===== src/hdl/pcp_pkg.sv =====
// Package: constants for the seven-pin general-purpose port
package pcp_pkg;
  // ----------------------------------------------------------------
  // Bit positions
  // ----------------------------------------------------------------
  localparam int PCP_WIDTH = 8;
  localparam int PCP_BIT_OSC_OUT = 0;
  localparam int PCP_BIT_OSC_IN = 1;
  localparam int PCP_BIT_CCP = 2;
  localparam int PCP_BIT_ABSENT = 3;
  localparam int PCP_BIT_USB_MINUS = 4;
  localparam int PCP_BIT_USB_PLUS = 5;
  localparam int PCP_BIT_SER_CLK = 6;
  localparam int PCP_BIT_SER_DATA = 7;
  // ----------------------------------------------------------------
  // Masks and reset values
  // ----------------------------------------------------------------
  localparam logic [7:0] PCP_PIN_MASK = 8'hF7;
  localparam logic [7:0] PCP_CTRL_MASK = 8'hC7;
  localparam logic [7:0] PCP_DIR_RESET = 8'hC7;
  localparam logic [7:0] PCP_LATCH_RESET = 8'h00;
  localparam logic [7:0] PCP_PIN_RESET = 8'h00;
endpackage : pcp_pkg


===== src/hdl/pcp_pin_cell.sv =====
// Module: drive and read selection for one pin of the port
`timescale 1ns/1ps
`default_nettype none
module pcp_pin_cell (
  // Port registers
  input wire logic dir_bit,
  input wire logic latch_bit,
  // Peripheral override
  input wire logic ovr_en,
  input wire logic ovr_oe,
  input wire logic ovr_out,
  input wire logic dig_en,
  // Pad
  input wire logic pad_in,
  output logic pad_out,
  output logic pad_oe,
  output logic rd_bit
);
  // ----------------------------------------------------------------
  // Selection
  // ----------------------------------------------------------------
  // Override never touches the stored direction bit, only the pad
  always_comb begin
    if (!dig_en) begin
      pad_oe = 1'b0;
      pad_out = 1'b0;
    end else if (ovr_en) begin
      pad_oe = ovr_oe;
      pad_out = ovr_out;
    end else begin
      pad_oe = ~dir_bit;
      pad_out = latch_bit;
    end
    rd_bit = dig_en ? pad_in : 1'b0;
  end
endmodule : pcp_pin_cell
`default_nettype wire


===== src/hdl/pcp_port.sv =====
// Module: seven-pin bidirectional port with pin-sharing peripherals
// Function
// (RL1) Direction 1 floats the pin; direction 0 drives the output latch.
// (RL2) Eight bit positions, seven pins; position 3 has no pin.
// (RL3) Latch register reads back the latched value, not the pin level.
// (RL4) USB-shared bits 4 and 5 have no direction bits; port use is input only.
// (RL5) External transceiver selected: bits 4 and 5 are always inputs.
// (RL6) On-chip transceiver: bits 4 and 5 direction follows the USB module.
// (RL7) External transceiver enabled: bit 1 drives the transceiver output enable.
// (RL8) After reset all pins but bits 4 and 5 are digital inputs.
// (RL9) Software disables USB and on-chip transceiver to read bits 4 and 5.
// (RL10) Direction register reads its stored contents despite peripheral overrides.
// (RL11) A peripheral may force a pin's direction without changing the stored bit.
// (RL12) Bit 2: compare/PWM output wins when direction 0; direction 1 feeds capture.
// (RL13) Timer oscillator enabled: bits 0 and 1 lose digital I/O.
// (RL14) Bit 6: async transmit wins over port data; software sets direction 0.
// (RL15) Sync mode: bit 6 clock output when direction 0, input when 1.
// (RL16) Bit 7: receive and sync data; software keeps direction 1.
// (RL17) Bits 4 and 5 port input disabled while USB or on-chip transceiver on.
// (RL18) Unimplemented bits read zero and ignore writes.
`timescale 1ns/1ps
`default_nettype none
module pcp_port (
  // Clock and reset
  input wire logic clock,
  input wire logic rst,
  // Register writes
  input wire logic dir_wr_en,
  input wire logic latch_wr_en,
  input wire logic [7:0] reg_wr_data,
  // Register reads
  output logic [7:0] direction_reg,
  output logic [7:0] output_latch_reg,
  output logic [7:0] pin_level_reg,
  // Pads
  input wire logic [7:0] pad_in,
  output logic [7:0] pad_out,
  output logic [7:0] pad_oe,
  // Timer oscillator
  input wire logic timer_osc_en,
  output logic timer_count_in,
  // Capture/compare/PWM unit
  input wire logic ccp_out_en,
  input wire logic ccp_out,
  output logic ccp_capture_in,
  // Serial transceiver unit
  input wire logic serial_en,
  input wire logic serial_sync,
  input wire logic serial_tx_data,
  input wire logic sync_serial_clock_out,
  input wire logic sync_serial_data_out,
  input wire logic sync_serial_data_oe,
  output logic sync_serial_clock_in,
  output logic serial_rx_data,
  // USB module
  input wire logic usb_module_enable,
  input wire logic usb_xcvr_disable,
  input wire logic usb_ext_xcvr,
  input wire logic xcvr_output_enable,
  input wire logic usb_drive,
  input wire logic usb_minus_out,
  input wire logic usb_plus_out,
  output logic usb_minus_in,
  output logic usb_plus_in,
  output logic ext_xcvr_minus_in,
  output logic ext_xcvr_plus_in
);
  // ----------------------------------------------------------------
  // Override selection
  // ----------------------------------------------------------------
  logic ext_sel;
  logic int_sel;
  logic usb_port_off;
  logic [7:0] ovr_en;
  logic [7:0] ovr_oe;
  logic [7:0] ovr_out;
  logic [7:0] dig_en;
  logic [7:0] cell_out;
  logic [7:0] cell_oe;
  logic [7:0] cell_rd;
  logic [7:0] pad_out_next;
  logic [7:0] pad_oe_next;
  logic [7:0] pin_level_next;

  assign ext_sel = usb_module_enable & usb_ext_xcvr;
  assign int_sel = usb_module_enable & ~usb_ext_xcvr;
  // On-chip transceiver live unless its disable bit is set
  assign usb_port_off = usb_module_enable | ~usb_xcvr_disable; // see (RL17) (RL9)

  always_comb begin
    ovr_en = 8'h00;
    ovr_oe = 8'h00;
    ovr_out = 8'h00;
    dig_en = pcp_pkg::PCP_CTRL_MASK; // see (RL2)
    // Oscillator pins are analog: digital path shut off
    if (timer_osc_en) begin
      dig_en[pcp_pkg::PCP_BIT_OSC_OUT] = 1'b0; // see (RL13)
      dig_en[pcp_pkg::PCP_BIT_OSC_IN] = 1'b0; // see (RL13)
    end
    if (ext_sel) begin
      ovr_en[pcp_pkg::PCP_BIT_OSC_IN] = 1'b1; // see (RL7) (RL11)
      ovr_oe[pcp_pkg::PCP_BIT_OSC_IN] = 1'b1;
      ovr_out[pcp_pkg::PCP_BIT_OSC_IN] = xcvr_output_enable;
    end
    if (ccp_out_en && !direction_reg[pcp_pkg::PCP_BIT_CCP]) begin
      ovr_en[pcp_pkg::PCP_BIT_CCP] = 1'b1; // see (RL12)
      ovr_oe[pcp_pkg::PCP_BIT_CCP] = 1'b1;
      ovr_out[pcp_pkg::PCP_BIT_CCP] = ccp_out;
    end
    if (serial_en && !direction_reg[pcp_pkg::PCP_BIT_SER_CLK]) begin
      ovr_en[pcp_pkg::PCP_BIT_SER_CLK] = 1'b1; // see (RL14) (RL15)
      ovr_oe[pcp_pkg::PCP_BIT_SER_CLK] = 1'b1;
      ovr_out[pcp_pkg::PCP_BIT_SER_CLK] =
        serial_sync ? sync_serial_clock_out : serial_tx_data;
    end
    // Data pin turns around under the serial unit's own control
    if (serial_en && serial_sync) begin
      ovr_en[pcp_pkg::PCP_BIT_SER_DATA] = 1'b1; // see (RL16) (RL11)
      ovr_oe[pcp_pkg::PCP_BIT_SER_DATA] = sync_serial_data_oe;
      ovr_out[pcp_pkg::PCP_BIT_SER_DATA] = sync_serial_data_out;
    end
  end

  // ----------------------------------------------------------------
  // Pin cells for the pins with direction bits
  // ----------------------------------------------------------------
  genvar gi;
  generate
    for (gi = 0; gi < pcp_pkg::PCP_WIDTH; gi++) begin : g_pin
      if (pcp_pkg::PCP_CTRL_MASK[gi]) begin : g_cell
        pcp_pin_cell u_cell (
          .dir_bit(direction_reg[gi]),
          .latch_bit(output_latch_reg[gi]),
          .ovr_en(ovr_en[gi]),
          .ovr_oe(ovr_oe[gi]),
          .ovr_out(ovr_out[gi]),
          .dig_en(dig_en[gi]),
          .pad_in(pad_in[gi]),
          .pad_out(cell_out[gi]),
          .pad_oe(cell_oe[gi]),
          .rd_bit(cell_rd[gi])
        ); // see (RL1)
      end else begin : g_none
        assign cell_out[gi] = 1'b0;
        assign cell_oe[gi] = 1'b0;
        assign cell_rd[gi] = 1'b0;
      end
    end
  endgenerate

  // ----------------------------------------------------------------
  // USB-shared pins
  // ----------------------------------------------------------------
  always_comb begin
    pad_out_next = cell_out;
    pad_oe_next = cell_oe;
    pin_level_next = cell_rd;
    // Only the on-chip transceiver ever drives these pins
    pad_oe_next[pcp_pkg::PCP_BIT_USB_MINUS] = int_sel & usb_drive; // see (RL5) (RL6) (RL4)
    pad_oe_next[pcp_pkg::PCP_BIT_USB_PLUS] = int_sel & usb_drive; // see (RL5) (RL6) (RL4)
    pad_out_next[pcp_pkg::PCP_BIT_USB_MINUS] = int_sel & usb_minus_out;
    pad_out_next[pcp_pkg::PCP_BIT_USB_PLUS] = int_sel & usb_plus_out;
    pin_level_next[pcp_pkg::PCP_BIT_USB_MINUS] =
      usb_port_off ? 1'b0 : pad_in[pcp_pkg::PCP_BIT_USB_MINUS]; // see (RL17)
    pin_level_next[pcp_pkg::PCP_BIT_USB_PLUS] =
      usb_port_off ? 1'b0 : pad_in[pcp_pkg::PCP_BIT_USB_PLUS]; // see (RL17)
  end

  // ----------------------------------------------------------------
  // Registers
  // ----------------------------------------------------------------
  always_ff @(posedge clock) begin
    if (rst) begin
      direction_reg <= pcp_pkg::PCP_DIR_RESET; // see (RL8)
    end else if (dir_wr_en) begin
      direction_reg <= reg_wr_data & pcp_pkg::PCP_CTRL_MASK; // see (RL18) (RL10)
    end
  end

  always_ff @(posedge clock) begin
    if (rst) begin
      output_latch_reg <= pcp_pkg::PCP_LATCH_RESET;
    end else if (latch_wr_en) begin
      output_latch_reg <= reg_wr_data & pcp_pkg::PCP_CTRL_MASK; // see (RL3) (RL18)
    end
  end

  // Sampled one cycle after the pad; reads never stall on the pad
  always_ff @(posedge clock) begin
    if (rst) begin
      pin_level_reg <= pcp_pkg::PCP_PIN_RESET;
    end else begin
      pin_level_reg <= pin_level_next & pcp_pkg::PCP_PIN_MASK; // see (RL2) (RL18)
    end
  end

  // Pad drive registered; inputs everywhere while in reset
  always_ff @(posedge clock) begin
    if (rst) begin
      pad_out <= 8'h00;
      pad_oe <= 8'h00; // see (RL8)
    end else begin
      pad_out <= pad_out_next;
      pad_oe <= pad_oe_next;
    end
  end

  // Peripheral inputs, registered alongside the pin level
  always_ff @(posedge clock) begin
    if (rst) begin
      timer_count_in <= 1'b0;
      ccp_capture_in <= 1'b0;
      sync_serial_clock_in <= 1'b0;
      serial_rx_data <= 1'b0;
      usb_minus_in <= 1'b0;
      usb_plus_in <= 1'b0;
      ext_xcvr_minus_in <= 1'b0;
      ext_xcvr_plus_in <= 1'b0;
    end else begin
      timer_count_in <= pad_in[pcp_pkg::PCP_BIT_OSC_OUT];
      ccp_capture_in <= pad_in[pcp_pkg::PCP_BIT_CCP]; // see (RL12)
      sync_serial_clock_in <= pad_in[pcp_pkg::PCP_BIT_SER_CLK]; // see (RL15)
      serial_rx_data <= pad_in[pcp_pkg::PCP_BIT_SER_DATA]; // see (RL16)
      usb_minus_in <= int_sel & pad_in[pcp_pkg::PCP_BIT_USB_MINUS]; // see (RL6)
      usb_plus_in <= int_sel & pad_in[pcp_pkg::PCP_BIT_USB_PLUS]; // see (RL6)
      ext_xcvr_minus_in <= ext_sel & pad_in[pcp_pkg::PCP_BIT_USB_MINUS]; // see (RL5)
      ext_xcvr_plus_in <= ext_sel & pad_in[pcp_pkg::PCP_BIT_USB_PLUS]; // see (RL5)
    end
  end
endmodule : pcp_port
`default_nettype wire


===== config.mk =====
export PLATFORM = sky130hd
export DESIGN_NAME = pcp_port
export DESIGN_NICKNAME = d
export VERILOG_FILES = /design/src/hdl/pcp_pkg.sv /design/src/hdl/pcp_pin_cell.sv /design/src/hdl/pcp_port.sv
export SDC_FILE = /design/constraint.sdc
export NUM_CORES = 1
export LEC_CHECK = 0
export BUFFER_PORTS_ARGS = -buffer_cell sky130_fd_sc_hd__buf_2
export CORE_MARGIN = 1.5
export CORE_UTILIZATION = 30
export DETAILED_ROUTE_END_ITERATION = 12
export PLACE_DENSITY = 0.71
export SLEW_MARGIN = 20
export SYNTH_ARGS = -nofsm -noshare
export SYNTH_HDL_FRONTEND = slang
export SYNTH_SLANG_ARGS = --single-unit

===== constraint.sdc =====
create_clock -name clock -period 2.01 [get_ports clock]
set_clock_uncertainty 0.15 [all_clocks]
set_input_delay 0 -clock clock [delete_from_list [all_inputs] [get_ports clock]]
set_output_delay 0 -clock clock [all_outputs]
set_load 0.01 [all_outputs]

==> summary.md <==
| Metric | Value |
|---|---|
| Number of buffer cells added on primary ports | 70 |
| Area Growth Syn to Fin | 57.1% |
| Detailed Route WL | 3.16 mm |
| Detailed Place HPWL | between 1.5 and 2 mm |
| FMAX | 522 MHz |
| Switching Power | 342 uW |
| Cts bufs inserted | 5 |
| Unique cell type count in the Yosys netlist | 24 |
| Initial antenna violation count | 0 |
| Minimum clock period | 1.92 ns |
| Horiz. Die Dim | 69.9 um |
| Switch share | 0.227 |
| Avg WL per Cell | 11.5 um |
| Layout cell share with drive strength beyond 1 | 0.379 |
| Synth top area cells | dfxtp_1 (52%), buf_4 (13%), mux2i_1 (9.0%), nor3b_2 (3.7%), nor2_1 (2.5%) |
| Final Max Slew Viols | 0 |
| Count of final setup violators | 0 |
| Fin crit share | 0.954 |
| Final Hold Fails | 0 |
| Delay-heaviest family, CP | buffers and inverters |
| DRC violations left | 0 |
| ANT cells | 0 |
| Leak Pwr | 0.00106 uW |
| DP Worst Slack | 0.897 ns |
| GRT Overall Usage | 0.135 |
| Final ANT Viol Nets | 0 |
| CTS tree | yes |
| Die H | approximately 70 um |
| First-pass GRT wire length | 5.01 mm |
| Top FF cell, synth | dfxtp_1 |
| Post-CTS Setup Inserts | 0 |
| Share of total power in the clock network | 0.359 |
| Clock Path Buffers | 2 |
| Critical setup path kind | input pin to register |
| Total grt overflow | 0 |
| Clk Latency, worst-skew pair | 0.28 ns |
| CP bufs+invs | 4 |
| H-tree levels | 2 |
| Top Ports | 84 |
| Core area | 0.00432 sq mm |
| Vias | between 1000 and 1500 |
| Pwr Total | 1510 uW |
| Vias per std cell | ~4.2 |
| EDFF count, synth | 0 |
| Slew margin rel. | 0.606 |
| CP required | a little over 2 ns |
| Seq pwr share | 0.491 |
| Synth top area share | 0.522 |
| Hold crit path type | input pin to register |
| Synth top cells by count | dfxtp_1 (35), buf_4 (23), mux2i_1 (12) |
| Yosys top cell by area | dfxtp_1 |
| Nets@finish | 259 |
| Max FO, Critical Path | 3 |
| Cells after Synth | 122 |
| Startpoint types | input pin |
| Slowest cell on the critical path | dlygate4sd3_1 |
| Final core utilization | 0.487 |
| Initial Util | 0.310 |
| Root buffer cell | clkbuf_8 |
| Status | completed |
| Synthesis-stage register bit count | 35 |
| Most Frequent Cell on Critical Path | dlygate4sd3_1 |
| Largest stage delay on the critical path | 0.58 ns |
| Power share of the combinational group | 0.150 |
| Final WS setup | 0.0925 ns |
| Clk pin slew, worst setup/hold paths | 0.07 ns |
| Fin Setup TNS | 0 ns |
| Synthesized area per cell | 11.0 sq um |
| Critical path, cell by cell | dlygate4sd3_1 -> buf_2 -> nand3_1 -> dlygate4sd3_1 -> a21oi_1 -> dlygate4sd3_1 |
| Clock Sinks | 35 |
| Top-count cell post-synth | dfxtp_1 |
| Detailed Route Iter0 Violations | 29 |
| Vias in the first global route | 1130 |
| Crit end category | register |
| Cell Area, Synth | 0.00134 sq mm |
| Unrepaired setup endpoints after global routing | no |
| PD cells | between 700 and 800 mW/mm^2 |
| Largest net degree at the start of global routing | 27 |
| VDD IR-drop max | 0.299 mV |
| Gpl congestion | about 0.65 |
| Max-Cap Viols | 0 |
| Drt first pass iters | 2 |
| Rows | 24 |
| Register area share after synthesis | 0.522 |
| CP arrival | 1.93 ns |
| Yosys warns | 0 |
| Internal Pwr Total | 1170 uW |
| Post-synth ARST share | 0 |
| DIE AREA | 0.00488 sq mm |
| Worst slew pin tran | between 0.5 and 0.6 ns |
[routing by layer]
layer / track usage / up-vias / part of all wire / routed length (um)
li1: - / 569 / - / -
met1: 0.132 / 523 / 0.38 / 1190
met2: 0.246 / 55 / 0.53 / 1670
met3: 0.0462 / 10 / 0.065 / 206
met4: 0.0726 / 0 / 0.030 / 96
met5: 0 / - / 0 / 0
[worst paths after layout]
path	from	end	slack, ns	depth (start not counted)
setup / recovery	serial_sync	pad_out[7]	0.09	6
hold / removal	rst	pad_out[2]	0.06	2
setup reg to reg	direction_reg[2]	pad_out[2]	0.46	4
hold reg to reg	direction_reg[6]	pad_oe[6]	0.30	1
[cells in the final DEF (no fill, tap or decap), drive strengths merged]
cell type	synthesis	routed
buf	27	70
dlygate4sd3	0	44
dfxtp	35	35
mux2i	12	12
nor2	9	9
conb	1	9
nand2	8	8
clkbuf	1	8
nor2b	6	6
and2	5	5
nor3b	5	5
inv	2	2
a21oi	2	2
nor4bb	2	2
nor3	2	2
a211oi	2	2
a311oi	1	1
o211ai	1	1
nand3	1	1
[area by class of cell]
| cell class | count | area [sq um] |
|---|---|---|
| fillers | 404 | 2220 |
| repair buffers | 114 | 791 |
| flip-flops and latches | 35 | 701 |
| multi-input cells | 65 | 443 |
| clock buffers | 8 | 100 |
| well taps | 52 | 65.1 |
| inverters | 2 | 7.51 |
[metrics by stage]
step	hold WS (ns)	instance area, sq um	std cells
detailed placement	0.0553	1570	224
global placement	0.0500	1570	224
CTS	0.0510	2110	276
global route	0.0817	2110	276
floorplan	-0.0793	1370	130
finish	0.0582	2110	276
[power groups by stage]
stage / logic, uW / clock network (uW) / registers (uW)
2_1_floorplan: 114 / 0 / 764
3_3_place_gp: 159 / 0 / 754
3_5_place_dp: 161 / 0 / 755
4_1_cts: 225 / 563 / 740
5_1_grt: 246 / 592 / 743
6_report: 226 / 541 / 740
[what timing repair did]
action                                 CTS  global route
hold buffers                            44             0
endpoints found under the hold margin   33             0
gates resized for setup                  0             0
[kinds of logic (layout without fill, tap and decap cells)]
kind of cell	after synthesis	in the layout	synth area share
simple gates	38	38	0.180
flops	35	35	0.522
compound gates	6	6	0.0354
mux	12	12	0.0896
other cells	1	9	0.00280
buf+inv	30	124	0.170
(Power assumes the default switching activity.)
